===== src/rtl/smc_pkg.sv =====
// Purpose: Shared constants and types for the standby mode controller
// Assumes: Avalon-MM slave, 32-bit data, byte addresses
// Notes:   Control fields are 8 bits wide, upper bus bits read zero
`default_nettype none
package smc_pkg;
  // Register byte addresses
  localparam logic [3:0] OFF_CTRL1  = 4'h0;
  localparam logic [3:0] OFF_CTRL2  = 4'h4;
  localparam logic [3:0] OFF_STATUS = 4'h8;

  // standby_control_1 field positions
  localparam int C1_STOP  = 7;
  localparam int C1_RELEASE_SELECT  = 6;
  localparam int C1_PORT  = 4;
  localparam int C1_WUT_L = 2;
  localparam int C1_WUT_H = 3;
  // standby_control_2 field positions
  localparam int C2_FIXED = 7;
  localparam int C2_IDLE  = 4;

  // Reset values
  localparam logic [7:0] CTRL1_RST = 8'h00;
  localparam logic [7:0] CTRL2_RST = 8'h80;

  // Warm-up lengths in main clock periods
  localparam int WARM_LONG_CYC  = 3 * (2 ** 19);
  localparam int WARM_SHORT_CYC = 2 ** 19;
  localparam int WARM_W         = 21;

  // Watchdog latch index in the pending vector
  localparam int WDT_IRQ_BIT = 2;

  typedef enum logic [1:0]
  {
    WUT_LONG  = 2'h0,
    WUT_SHORT = 2'h1
  } smc_wut_t;

  // Stored fields of standby_control_1
  typedef struct packed
  {
    logic     releaseSelect;
    logic     portDriveDuringHalt;
    smc_wut_t warmupSelect;
  } smc_ctrl1_t;

  // Control outputs toward the rest of the chip
  typedef struct packed
  {
    logic oscRun;
    logic cpuHalt;
    logic wdtHalt;
    logic portHiZ;
  } smc_hold_t;
endpackage
`default_nettype wire


===== src/rtl/smc_standby_ctrl.sv =====
// Purpose: Standby controller, full-halt and CPU-idle entry and release
// Assumes: All inputs synchronous to core_clk; rst_n is the reset pin
// Notes:   Registers reached over Avalon-MM with one wait state
//
// Our own choices: the address map and the Avalon-MM register port.
`default_nettype none
module smc_standby_ctrl
#(
  parameter int WARM_LONG  = smc_pkg::WARM_LONG_CYC,
  parameter int WARM_SHORT = smc_pkg::WARM_SHORT_CYC
)
(
  input  wire logic        core_clk,
  input  wire logic        rst_n,
  // Avalon-MM slave
  input  wire logic [3:0]  avs_address,
  input  wire logic        avs_read,
  input  wire logic        avs_write,
  input  wire logic [31:0] avs_writedata,
  input  wire logic [3:0]  avs_byteenable,
  output logic [31:0]      avs_readdata,
  output logic             avs_waitrequest,
  // Wake pin and interrupt state
  input  wire logic        wakePin,
  input  wire logic [15:0] irqPendingLatch,
  input  wire logic [15:0] sourceIrqEnable,
  input  wire logic        masterIrqEnable,
  // Controls toward the chip
  output smc_pkg::smc_hold_t hold,
  output logic             dividerClear,
  output logic             resumeNext,
  output logic             irqService,
  output logic [1:0]       modeState
);

  typedef enum logic [1:0]
  {
    ST_NORMAL,
    ST_HALT,
    ST_WARMUP,
    ST_IDLE
  } smc_state_t;

  smc_state_t                  state_q;
  smc_pkg::smc_ctrl1_t         ctrl1_q;
  logic                        relEff_q;
  logic                        relPend_q;
  logic                        wakePrev_q;
  logic [smc_pkg::WARM_W-1:0]  warmCnt_q;
  logic                        ack_q;
  logic [31:0]                 rdata_q;
  logic                        divClr_q;
  logic                        resume_q;
  logic                        service_q;

  logic                        wrTake;
  logic                        wakeRise;
  logic                        stopReq;
  logic                        idleReq;
  logic                        irqWake;
  logic                        warmDone;
  logic [7:0]                  ctrl1Read;
  logic [7:0]                  ctrl2Read;
  logic [7:0]                  statusRead;
  smc_pkg::smc_wut_t           warmSel;

  // Mode map as seen by the rest of the chip:
  //   ST_NORMAL  CPU and peripherals run, bus writes start a standby mode
  //   ST_HALT    oscillator off, everything frozen, waits for the wake pin
  //   ST_WARMUP  oscillator back on, CPU still frozen while it settles
  //   ST_IDLE    CPU and watchdog frozen, peripherals and clock run
  // Only ST_NORMAL accepts a new start write; a start bit written in any
  // other mode is dropped, since the CPU cannot execute there anyway.
  // Leaving a standby mode never resets CPU state: the hold outputs only
  // freeze it, and resumeNext tells the CPU to go on with the next
  // instruction. A reset pin low ends every mode on the next edge.
  // The wake pin and interrupt inputs are taken as already synchronous;
  // a raw pin must be synchronised before it reaches this block.

  // Byte lane 0 carries every control field
  function automatic logic lane0Hit(input logic [3:0] off);
    lane0Hit = wrTake && (avs_address == off) && avs_byteenable[0];
  endfunction

  // Warm-up length for the selected code, reserved codes use the short one
  function automatic logic [smc_pkg::WARM_W-1:0] warmLen(
    input smc_pkg::smc_wut_t sel);
    if (sel == smc_pkg::WUT_LONG)
      warmLen = smc_pkg::WARM_W'(WARM_LONG - 1);
    else
      warmLen = smc_pkg::WARM_W'(WARM_SHORT - 1);
  endfunction

  // Bus timing: a request is seen with ack_q low, so waitrequest stands
  // high for that first cycle. ack_q rises at the next edge, waitrequest
  // drops and the access completes at the edge after. Writes only land
  // on that completing edge, so a master that drops its request early
  // never half-writes a field. Each access costs two cycles, which keeps
  // read data registered at the price of one extra wait state.
  // Start bits act on the same completing edge as the stored fields.

  // One wait state: request waits until ack_q, then completes
  assign avs_waitrequest = (avs_read || avs_write) && !ack_q;
  assign wrTake  = avs_write && ack_q;
  assign stopReq = lane0Hit(smc_pkg::OFF_CTRL1)
                   && avs_writedata[smc_pkg::C1_STOP];
  assign idleReq = lane0Hit(smc_pkg::OFF_CTRL2)
                   && avs_writedata[smc_pkg::C2_IDLE];
  assign wakeRise = wakePin && !wakePrev_q;
  assign irqWake  = |(irqPendingLatch & sourceIrqEnable);
  assign warmDone = (warmCnt_q == '0);

  // Bus handshake, released after the completing edge
  always_ff @(posedge core_clk)
  begin
    if (!rst_n)
      ack_q <= 1'b0;
    else
      ack_q <= (avs_read || avs_write) && !ack_q;
  end

  // Stored configuration fields of standby_control_1
  always_ff @(posedge core_clk)
  begin
    if (!rst_n)
    begin
      ctrl1_q.releaseSelect       <= smc_pkg::CTRL1_RST[smc_pkg::C1_RELEASE_SELECT];
      ctrl1_q.portDriveDuringHalt <= smc_pkg::CTRL1_RST[smc_pkg::C1_PORT];
      ctrl1_q.warmupSelect        <= smc_pkg::smc_wut_t'(
        smc_pkg::CTRL1_RST[smc_pkg::C1_WUT_H:smc_pkg::C1_WUT_L]);
    end
    else if (lane0Hit(smc_pkg::OFF_CTRL1))
    begin
      ctrl1_q.releaseSelect       <= avs_writedata[smc_pkg::C1_RELEASE_SELECT];
      ctrl1_q.portDriveDuringHalt <= avs_writedata[smc_pkg::C1_PORT];
      ctrl1_q.warmupSelect        <= smc_pkg::smc_wut_t'(
        avs_writedata[smc_pkg::C1_WUT_H:smc_pkg::C1_WUT_L]);
    end
  end

  // Wake pin history for edge detection
  always_ff @(posedge core_clk)
  begin
    if (!rst_n)
      wakePrev_q <= 1'b0;
    else
      wakePrev_q <= wakePin;
  end

  // Effective release method; edge to level waits for a rising edge.
  // The stored field reads back at once, the effective method lags it,
  // so software can poll the status view to see the switch complete.
  // Level back to edge needs no edge and takes effect at once.
  // A write and a rising edge in one cycle: the write wins, and the
  // switch stays pending for the next edge.
  always_ff @(posedge core_clk)
  begin
    if (!rst_n)
    begin
      relEff_q  <= 1'b0;
      relPend_q <= 1'b0;
    end
    else if (lane0Hit(smc_pkg::OFF_CTRL1))
    begin
      if (!avs_writedata[smc_pkg::C1_RELEASE_SELECT])
      begin
        relEff_q  <= 1'b0;
        relPend_q <= 1'b0;
      end
      else if (!relEff_q)
        relPend_q <= 1'b1;
    end
    else if (relPend_q && wakeRise)
    begin
      relEff_q  <= 1'b1;
      relPend_q <= 1'b0;
    end
  end

  // Mode sequencer; synchronous reset ends any standby mode at once.
  // A stop write in level mode with the pin already high skips the halt
  // state, so the oscillator is never switched off for a wake that has
  // already happened. In edge mode a high pin is ignored at entry: only
  // a fresh rising edge releases. The watchdog latch blocks idle entry
  // so its service is not delayed behind a sleep it would have ended.
  // Interrupts are not looked at in halt or warm-up; only the wake pin
  // or the reset pin can leave halt.
  // Stop and idle starts sit in different registers, so one write can
  // never ask for both.
  always_ff @(posedge core_clk)
  begin
    if (!rst_n)
      state_q <= ST_NORMAL;
    else
    begin
      unique case (state_q)
        ST_NORMAL:
        begin
          if (stopReq)
          begin
            if (relEff_q && wakePin)
              state_q <= ST_WARMUP;
            else
              state_q <= ST_HALT;
          end
          else if (idleReq
                   && !irqPendingLatch[smc_pkg::WDT_IRQ_BIT])
            state_q <= ST_IDLE;
        end
        ST_HALT:
        begin
          if (relEff_q && wakePin)
            state_q <= ST_WARMUP;
          else if (!relEff_q && wakeRise)
            state_q <= ST_WARMUP;
        end
        ST_WARMUP:
        begin
          // Wake pin is not looked at here, so a low pin cannot re-halt
          if (warmDone)
            state_q <= ST_NORMAL;
        end
        ST_IDLE:
        begin
          if (irqWake)
            state_q <= ST_NORMAL;
        end
      endcase
    end
  end

  // Length select for the next warm-up. A stop write that goes straight
  // to warm-up also carries the new select, and the stored field only
  // updates on that same edge, so the written code must win here or the
  // first warm-up would use the stale length.
  always_comb
  begin
    if (lane0Hit(smc_pkg::OFF_CTRL1))
      warmSel = smc_pkg::smc_wut_t'(
        avs_writedata[smc_pkg::C1_WUT_H:smc_pkg::C1_WUT_L]);
    else
      warmSel = ctrl1_q.warmupSelect;
  end

  // Warm-up down-counter, loaded whenever warm-up is entered.
  // Counting down to zero makes the end test a single compare, and the
  // reload outside warm-up keeps it ready for a direct entry.
  always_ff @(posedge core_clk)
  begin
    if (!rst_n)
      warmCnt_q <= '0;
    else if (state_q != ST_WARMUP)
      warmCnt_q <= warmLen(warmSel);
    else if (!warmDone)
      warmCnt_q <= warmCnt_q - 1'b1;
  end

  // The three pulses below are registered, one cycle long, and line up
  // with the first cycle of the new mode, or for a watchdog-blocked idle entry with the cycle after the write. Consumers may treat them as
  // strobes without edge detection of their own. A direct warm-up
  // entry gives the same entry clear; the clear at warm-up end still comes.

  // Divider clear pulse on a stop write taken in ST_NORMAL (halt or direct warm-up entry) and at warm-up end
  always_ff @(posedge core_clk)
  begin
    if (!rst_n)
      divClr_q <= 1'b0;
    else
      divClr_q <= (state_q == ST_NORMAL && stopReq)
                  || (state_q == ST_WARMUP && warmDone);
  end

  // Resume pulse: CPU continues at the held next address
  always_ff @(posedge core_clk)
  begin
    if (!rst_n)
      resume_q <= 1'b0;
    else
      resume_q <= (state_q == ST_WARMUP && warmDone)
                  || (state_q == ST_IDLE && irqWake);
  end

  // Service request on idle wake when the master enable is set, or when the watchdog latch blocks idle entry
  always_ff @(posedge core_clk)
  begin
    if (!rst_n)
      service_q <= 1'b0;
    else
      service_q <= (state_q == ST_IDLE && irqWake
                    && masterIrqEnable)
                   || (state_q == ST_NORMAL && idleReq && !stopReq
                       && irqPendingLatch[smc_pkg::WDT_IRQ_BIT]);
  end

  // Hold controls; CPU state is frozen, not reset, by these.
  // oscRun falls only in halt: warm-up needs the clock to count, so
  // the oscillator is already back on there. cpuHalt and wdtHalt cover
  // every standby mode. Port high impedance also spans warm-up, so the
  // pins do not glitch back to drive before the CPU resumes.
  // These are decoded straight from the state register, so they change
  // on the same edge as modeState and carry no extra delay.
  // Memory and port latches need no control here: a frozen CPU keeps them.
  always_comb
  begin
    hold.oscRun  = (state_q != ST_HALT);
    hold.cpuHalt = (state_q != ST_NORMAL);
    hold.wdtHalt = (state_q != ST_NORMAL);
    hold.portHiZ = (state_q == ST_HALT || state_q == ST_WARMUP)
                   && !ctrl1_q.portDriveDuringHalt;
  end

  assign dividerClear = divClr_q;
  assign resumeNext   = resume_q;
  assign irqService   = service_q;
  assign modeState    = state_q;

  // Read views; start bits report the live mode.
  // Reading back the live mode instead of the written bit means a read
  // made after release shows zero without software clearing anything.
  // The fixed bit of control 2 always reads one, as software expects.
  // Status packs the pin, the pending and effective release methods
  // and the mode, for debug and for the edge to level switch.
  always_comb
  begin
    ctrl1Read = 8'h00;
    ctrl1Read[smc_pkg::C1_STOP] = (state_q == ST_HALT)
                                  || (state_q == ST_WARMUP);
    ctrl1Read[smc_pkg::C1_RELEASE_SELECT] = ctrl1_q.releaseSelect;
    ctrl1Read[smc_pkg::C1_PORT] = ctrl1_q.portDriveDuringHalt;
    ctrl1Read[smc_pkg::C1_WUT_H:smc_pkg::C1_WUT_L] = ctrl1_q.warmupSelect;
    ctrl2Read = 8'h00;
    ctrl2Read[smc_pkg::C2_FIXED] = 1'b1;
    ctrl2Read[smc_pkg::C2_IDLE]  = (state_q == ST_IDLE);
    statusRead = {3'h0, wakePin, relPend_q, relEff_q, modeState};
  end

  // Registered read data; unmapped offsets read zero
  always_ff @(posedge core_clk)
  begin
    if (!rst_n)
      rdata_q <= 32'h0000_0000;
    else if (avs_read && !ack_q)
    begin
      unique case (avs_address)
        smc_pkg::OFF_CTRL1:  rdata_q <= {24'h00_0000, ctrl1Read};
        smc_pkg::OFF_CTRL2:  rdata_q <= {24'h00_0000, ctrl2Read};
        smc_pkg::OFF_STATUS: rdata_q <= {24'h00_0000, statusRead};
        default:             rdata_q <= 32'h0000_0000;
      endcase
    end
  end

  assign avs_readdata = rdata_q;

endmodule
`default_nettype wire


===== config.mk =====
export PLATFORM = sky130hd
export DESIGN_NAME = smc_standby_ctrl
export DESIGN_NICKNAME = d
export VERILOG_FILES = /design/src/rtl/smc_pkg.sv /design/src/rtl/smc_standby_ctrl.sv
export SDC_FILE = /design/constraint.sdc
export NUM_CORES = 1
export LEC_CHECK = 0
export BUFFER_PORTS_ARGS = -buffer_cell sky130_fd_sc_hd__buf_2
export CAP_MARGIN = 25
export CORE_MARGIN = 2
export CORE_UTILIZATION = 37
export DETAILED_ROUTE_END_ITERATION = 10
export GPL_ROUTABILITY_DRIVEN = 0
export GPL_TIMING_DRIVEN = 0
export PLACE_DENSITY = 0.67
export SYNTH_ARGS = -nofsm -noshare
export SYNTH_HDL_FRONTEND = slang
export SYNTH_SLANG_ARGS = --single-unit

===== constraint.sdc =====
create_clock -name core_clk -period 4 [get_ports core_clk]
set_input_delay 1 -clock core_clk [delete_from_list [all_inputs] [get_ports core_clk]]
set_output_delay 1 -clock core_clk [all_outputs]
set_load 0.03 [all_outputs]

==> results list <==
* Clk Tree Root Cell: sky130_fd_sc_hd__clkbuf_8
- For this design the static power due to leakage is 1.28 nW.
- Post-Syn Area: roughly 2400 um2
* Dpl hpwl: ~4.7 mm
- For this run, asynchronously set or reset flops after synthesis account for 0.
- Hold buffers post-CTS: 0
* List of most frequent post-synthesis cells: sky130_fd_sc_hd__dfxtp_1, sky130_fd_sc_hd__buf_4, sky130_fd_sc_hd__a21oi_1
- Peak clock frequency supported by timing: ~0.39 GHz
- Data on the critical path is required at its endpoint by 3.00 ns.
- Routed wire per std cell: 13.0 um
- Setup total negative slack on the finished layout was measured at 0 ns.
- Transition time at the pin with the least slew margin: 0.806 ns
* Number of detailed-route iterations in the first pass: 4
* Cell Rows: 29
- Worst hold path stage count: 2
- Count of nets left with antenna violations after detail routing: 0
- The clock passes through at most 2 buffers.
* Warnings from Yosys: 0
- After detailed routing, the number of remaining DRC violations is 0.
- For this run, the slowest stage of the critical path takes 0.47 ns.
* Run status: finished, final reports clean
- Top Family by Delay on Critical Path: buffers and inverters
- Setup-failing EPs final: 0
- Via-per-instance ratio: 5.03
- Counting stages on the worst path, the most repeated cell is sky130_fd_sc_hd__inv_1.
* Worst Setup Path Type: flip-flop to primary output
- Synthesis inferred slightly above 40 register bits.
- In the final design database the tool counted 463 nets.
- Max-capacitance violation count: 0
- CTS tree: done
- The sequential cells in the finished layout cover a total of 821 um2.
- Worst Skew: ~0.013 ns
- Number of setup buffers added after CTS: 0
* CP arrival: 1.59 ns
- Synth top area cells: sky130_fd_sc_hd__dfxtp_1, sky130_fd_sc_hd__buf_4, sky130_fd_sc_hd__a21oi_1
* Final Max Slew Viols: 0
- Area taken by multi-input logic gates: ~1300 um2
- In this run, CTS created clock tree buffers numbering 5.
- Clock-pin slew reported for the worst setup and hold paths after clock tree synthesis: 0.09 ns
- Synthesis produced 287 cells.
* Antenna violations before repair: 0
- The first global-routing pass estimated a little under 10 mm of wire.
- The H-tree was split into 2 levels.
- Entering global routing, the biggest net connects 15 pins.
* Proportion of layout cells with a drive suffix above 1: 0.271
- sky130_fd_sc_hd__dfxtp_1 is the most common cell in the netlist.
- Die W: 84.1 um
- Final worst-path cycle share: 0.647
- The design draws 1.27 mW.
- The share of the Yosys chip area taken by registers is 0.346.
* Min-delay worst type: flip-flop to flip-flop
* TritonCTS Sinks: 41
- Clock latency reported for the late side of the worst-skew pair: 0.30 ns
- Worst supply voltage drop on vdd: between 200 and 250 uV
* Number of I/O pins: 120
* WP depth: 5
* Mean area per synthesized cell: 8.27 um2
- CP cell instances: inv_1 -> ha_1 -> inv_1 -> buf_4 -> buf_2
* Post-layout util: 0.478
- Critical path capture point type: primary output
* Iteration-0 DRC Markers: 84
- Together, buffers and inverters on the worst path number 4.
- Post-layout minimum cycle time: 2.59 ns
* Number of enable-type register cells in the synthesized netlist: 0
* Most used DFF post-synth: sky130_fd_sc_hd__dfxtp_1
- Buffers placed on the I/O ports in this run total between 60 and 70.
- For this design the ratio of total power to cell area is 423 nW/um2.
- Measured against its own limit, the worst slew margin works out to 0.458.
- Max Fanout on Critical Path: 6
- After global routing the overflow that remains totals 0.
- Core Area: approximately 6300 um2
- The routed layout has 2,300 vias.
* Vert. Die Dim: 84.1 um
* Cell type with the highest aggregate area in the netlist: sky130_fd_sc_hd__dfxtp_1
* Proportion of netlist area held by the largest area contributor: 0.346
- Setup repair after global routing left no endpoint under its margin.
- For this run, the total global-route usage over all layers was measured as 0.168.
- Filler Cell Count: 634
- The die covers 7070 um2.
- For this block, the routed nets add up to between 5 and 6 mm of wire.
* Vias in the first global route: 2,142
- For the worst flop-to-flop path, the logic depth is 8.
- Number of distinct library cells after synthesis: 47
- Starting utilization of the core area: 0.378
* Synth-to-Final Area Change: 26.5%
- Startpoint class of the critical path: flip-flop
* Post-CTS Resized: 0
* Hold Violations, Final: 0
- The largest individual stage delay along the critical path comes from the cell sky130_fd_sc_hd__dfxtp_1.
* Antenna diode count: 0
==> area by class of cell <==
class,instances,area share
buffer,41,0.0871
clock buffer,5,0.0229
inverter,12,0.0150
clock inverter,3,0.0229
sequential,41,0.273
timing repair buffer,61,0.102
multi-input combinational,217,0.445
tap,77,0.0321
==> tightest hold or removal path: cells and delay by family (launching register included) <==
| family | cells | cell delay, ns |
|---|---|---|
| flops | 1 | 0.32 |
| compound gates | 1 | 0.05 |
| simple gates | 1 | 0.05 |
==> through the flow <==
step,area [um2],cells,setup slack [ns],hold slack (ns)
floorplan,2460,311,1.56,0.432
global placement,2870,449,1.17,0.443
detailed placement,2870,449,1.15,0.447
CTS,3000,457,1.41,0.462
global route,3000,457,1.30,0.488
finish,3000,457,1.41,0.456
==> cells in the final DEF (no fill, tap or decap), types with 7 or more instances in the layout <==
cell	count
sky130_fd_sc_hd__nor2_1	17
sky130_fd_sc_hd__buf_2	63
sky130_fd_sc_hd__nor3_1	11
sky130_fd_sc_hd__a21oi_1	23
sky130_fd_sc_hd__dfxtp_1	41
sky130_fd_sc_hd__inv_1	11
sky130_fd_sc_hd__a31oi_1	8
sky130_fd_sc_hd__buf_4	26
sky130_fd_sc_hd__conb_1	25
sky130_fd_sc_hd__nand2_1	21
sky130_fd_sc_hd__a22oi_1	10
sky130_fd_sc_hd__clkbuf_1	12
sky130_fd_sc_hd__or4_1	7
==> sequential cells by signal (all words and copies together) (netlist names), 2 cells and up <==
name	count
modeState	2
ctrl1Read	4
warmCnt_q	21
avs_readdata	7
==> metal layers <==
layer / GRT usage / vias up / share of wire
met5: 0 / - / 0
met4: 0.0367 / 0 / 0.0042
met3: 0.0485 / 4 / 0.082
met2: 0.304 / 76 / 0.50
met1: 0.193 / 1042 / 0.41
li1: - / 1178 / -
==> worst paths after layout <==
| kind | from | end | slack [ns] |
|---|---|---|---|
| worst max-delay path | modeState[0] | hold[2] | 1.41 |
| worst min-delay path | avs_readdata[1] | avs_readdata[1] | 0.46 |
| worst max register to register | warmCnt_q[0] | warmCnt_q[10] | 1.69 |
| worst min register to register | avs_readdata[1] | avs_readdata[1] | 0.46 |
==> report_power, final <==
part | leakage (nW) | internal [mW] | switching [mW]
combinational | 0.876 | 0.138 | 0.224
sequential | 0.339 | 0.452 | 0.0545
clock | 0.0687 | 0.251 | 0.152
==> cell families after synthesis <==
kind of cell	count (synthesis)	synth area share
simple gates	96	0.230
other cells	1	0.00158
fa+ha+maj	6	0.0316
xor+xnor	8	0.0295
compound gates	77	0.211
mux	5	0.0211
buf+inv	53	0.129
flops	41	0.346
Note: power is estimated with default switching activity, not from simulation.
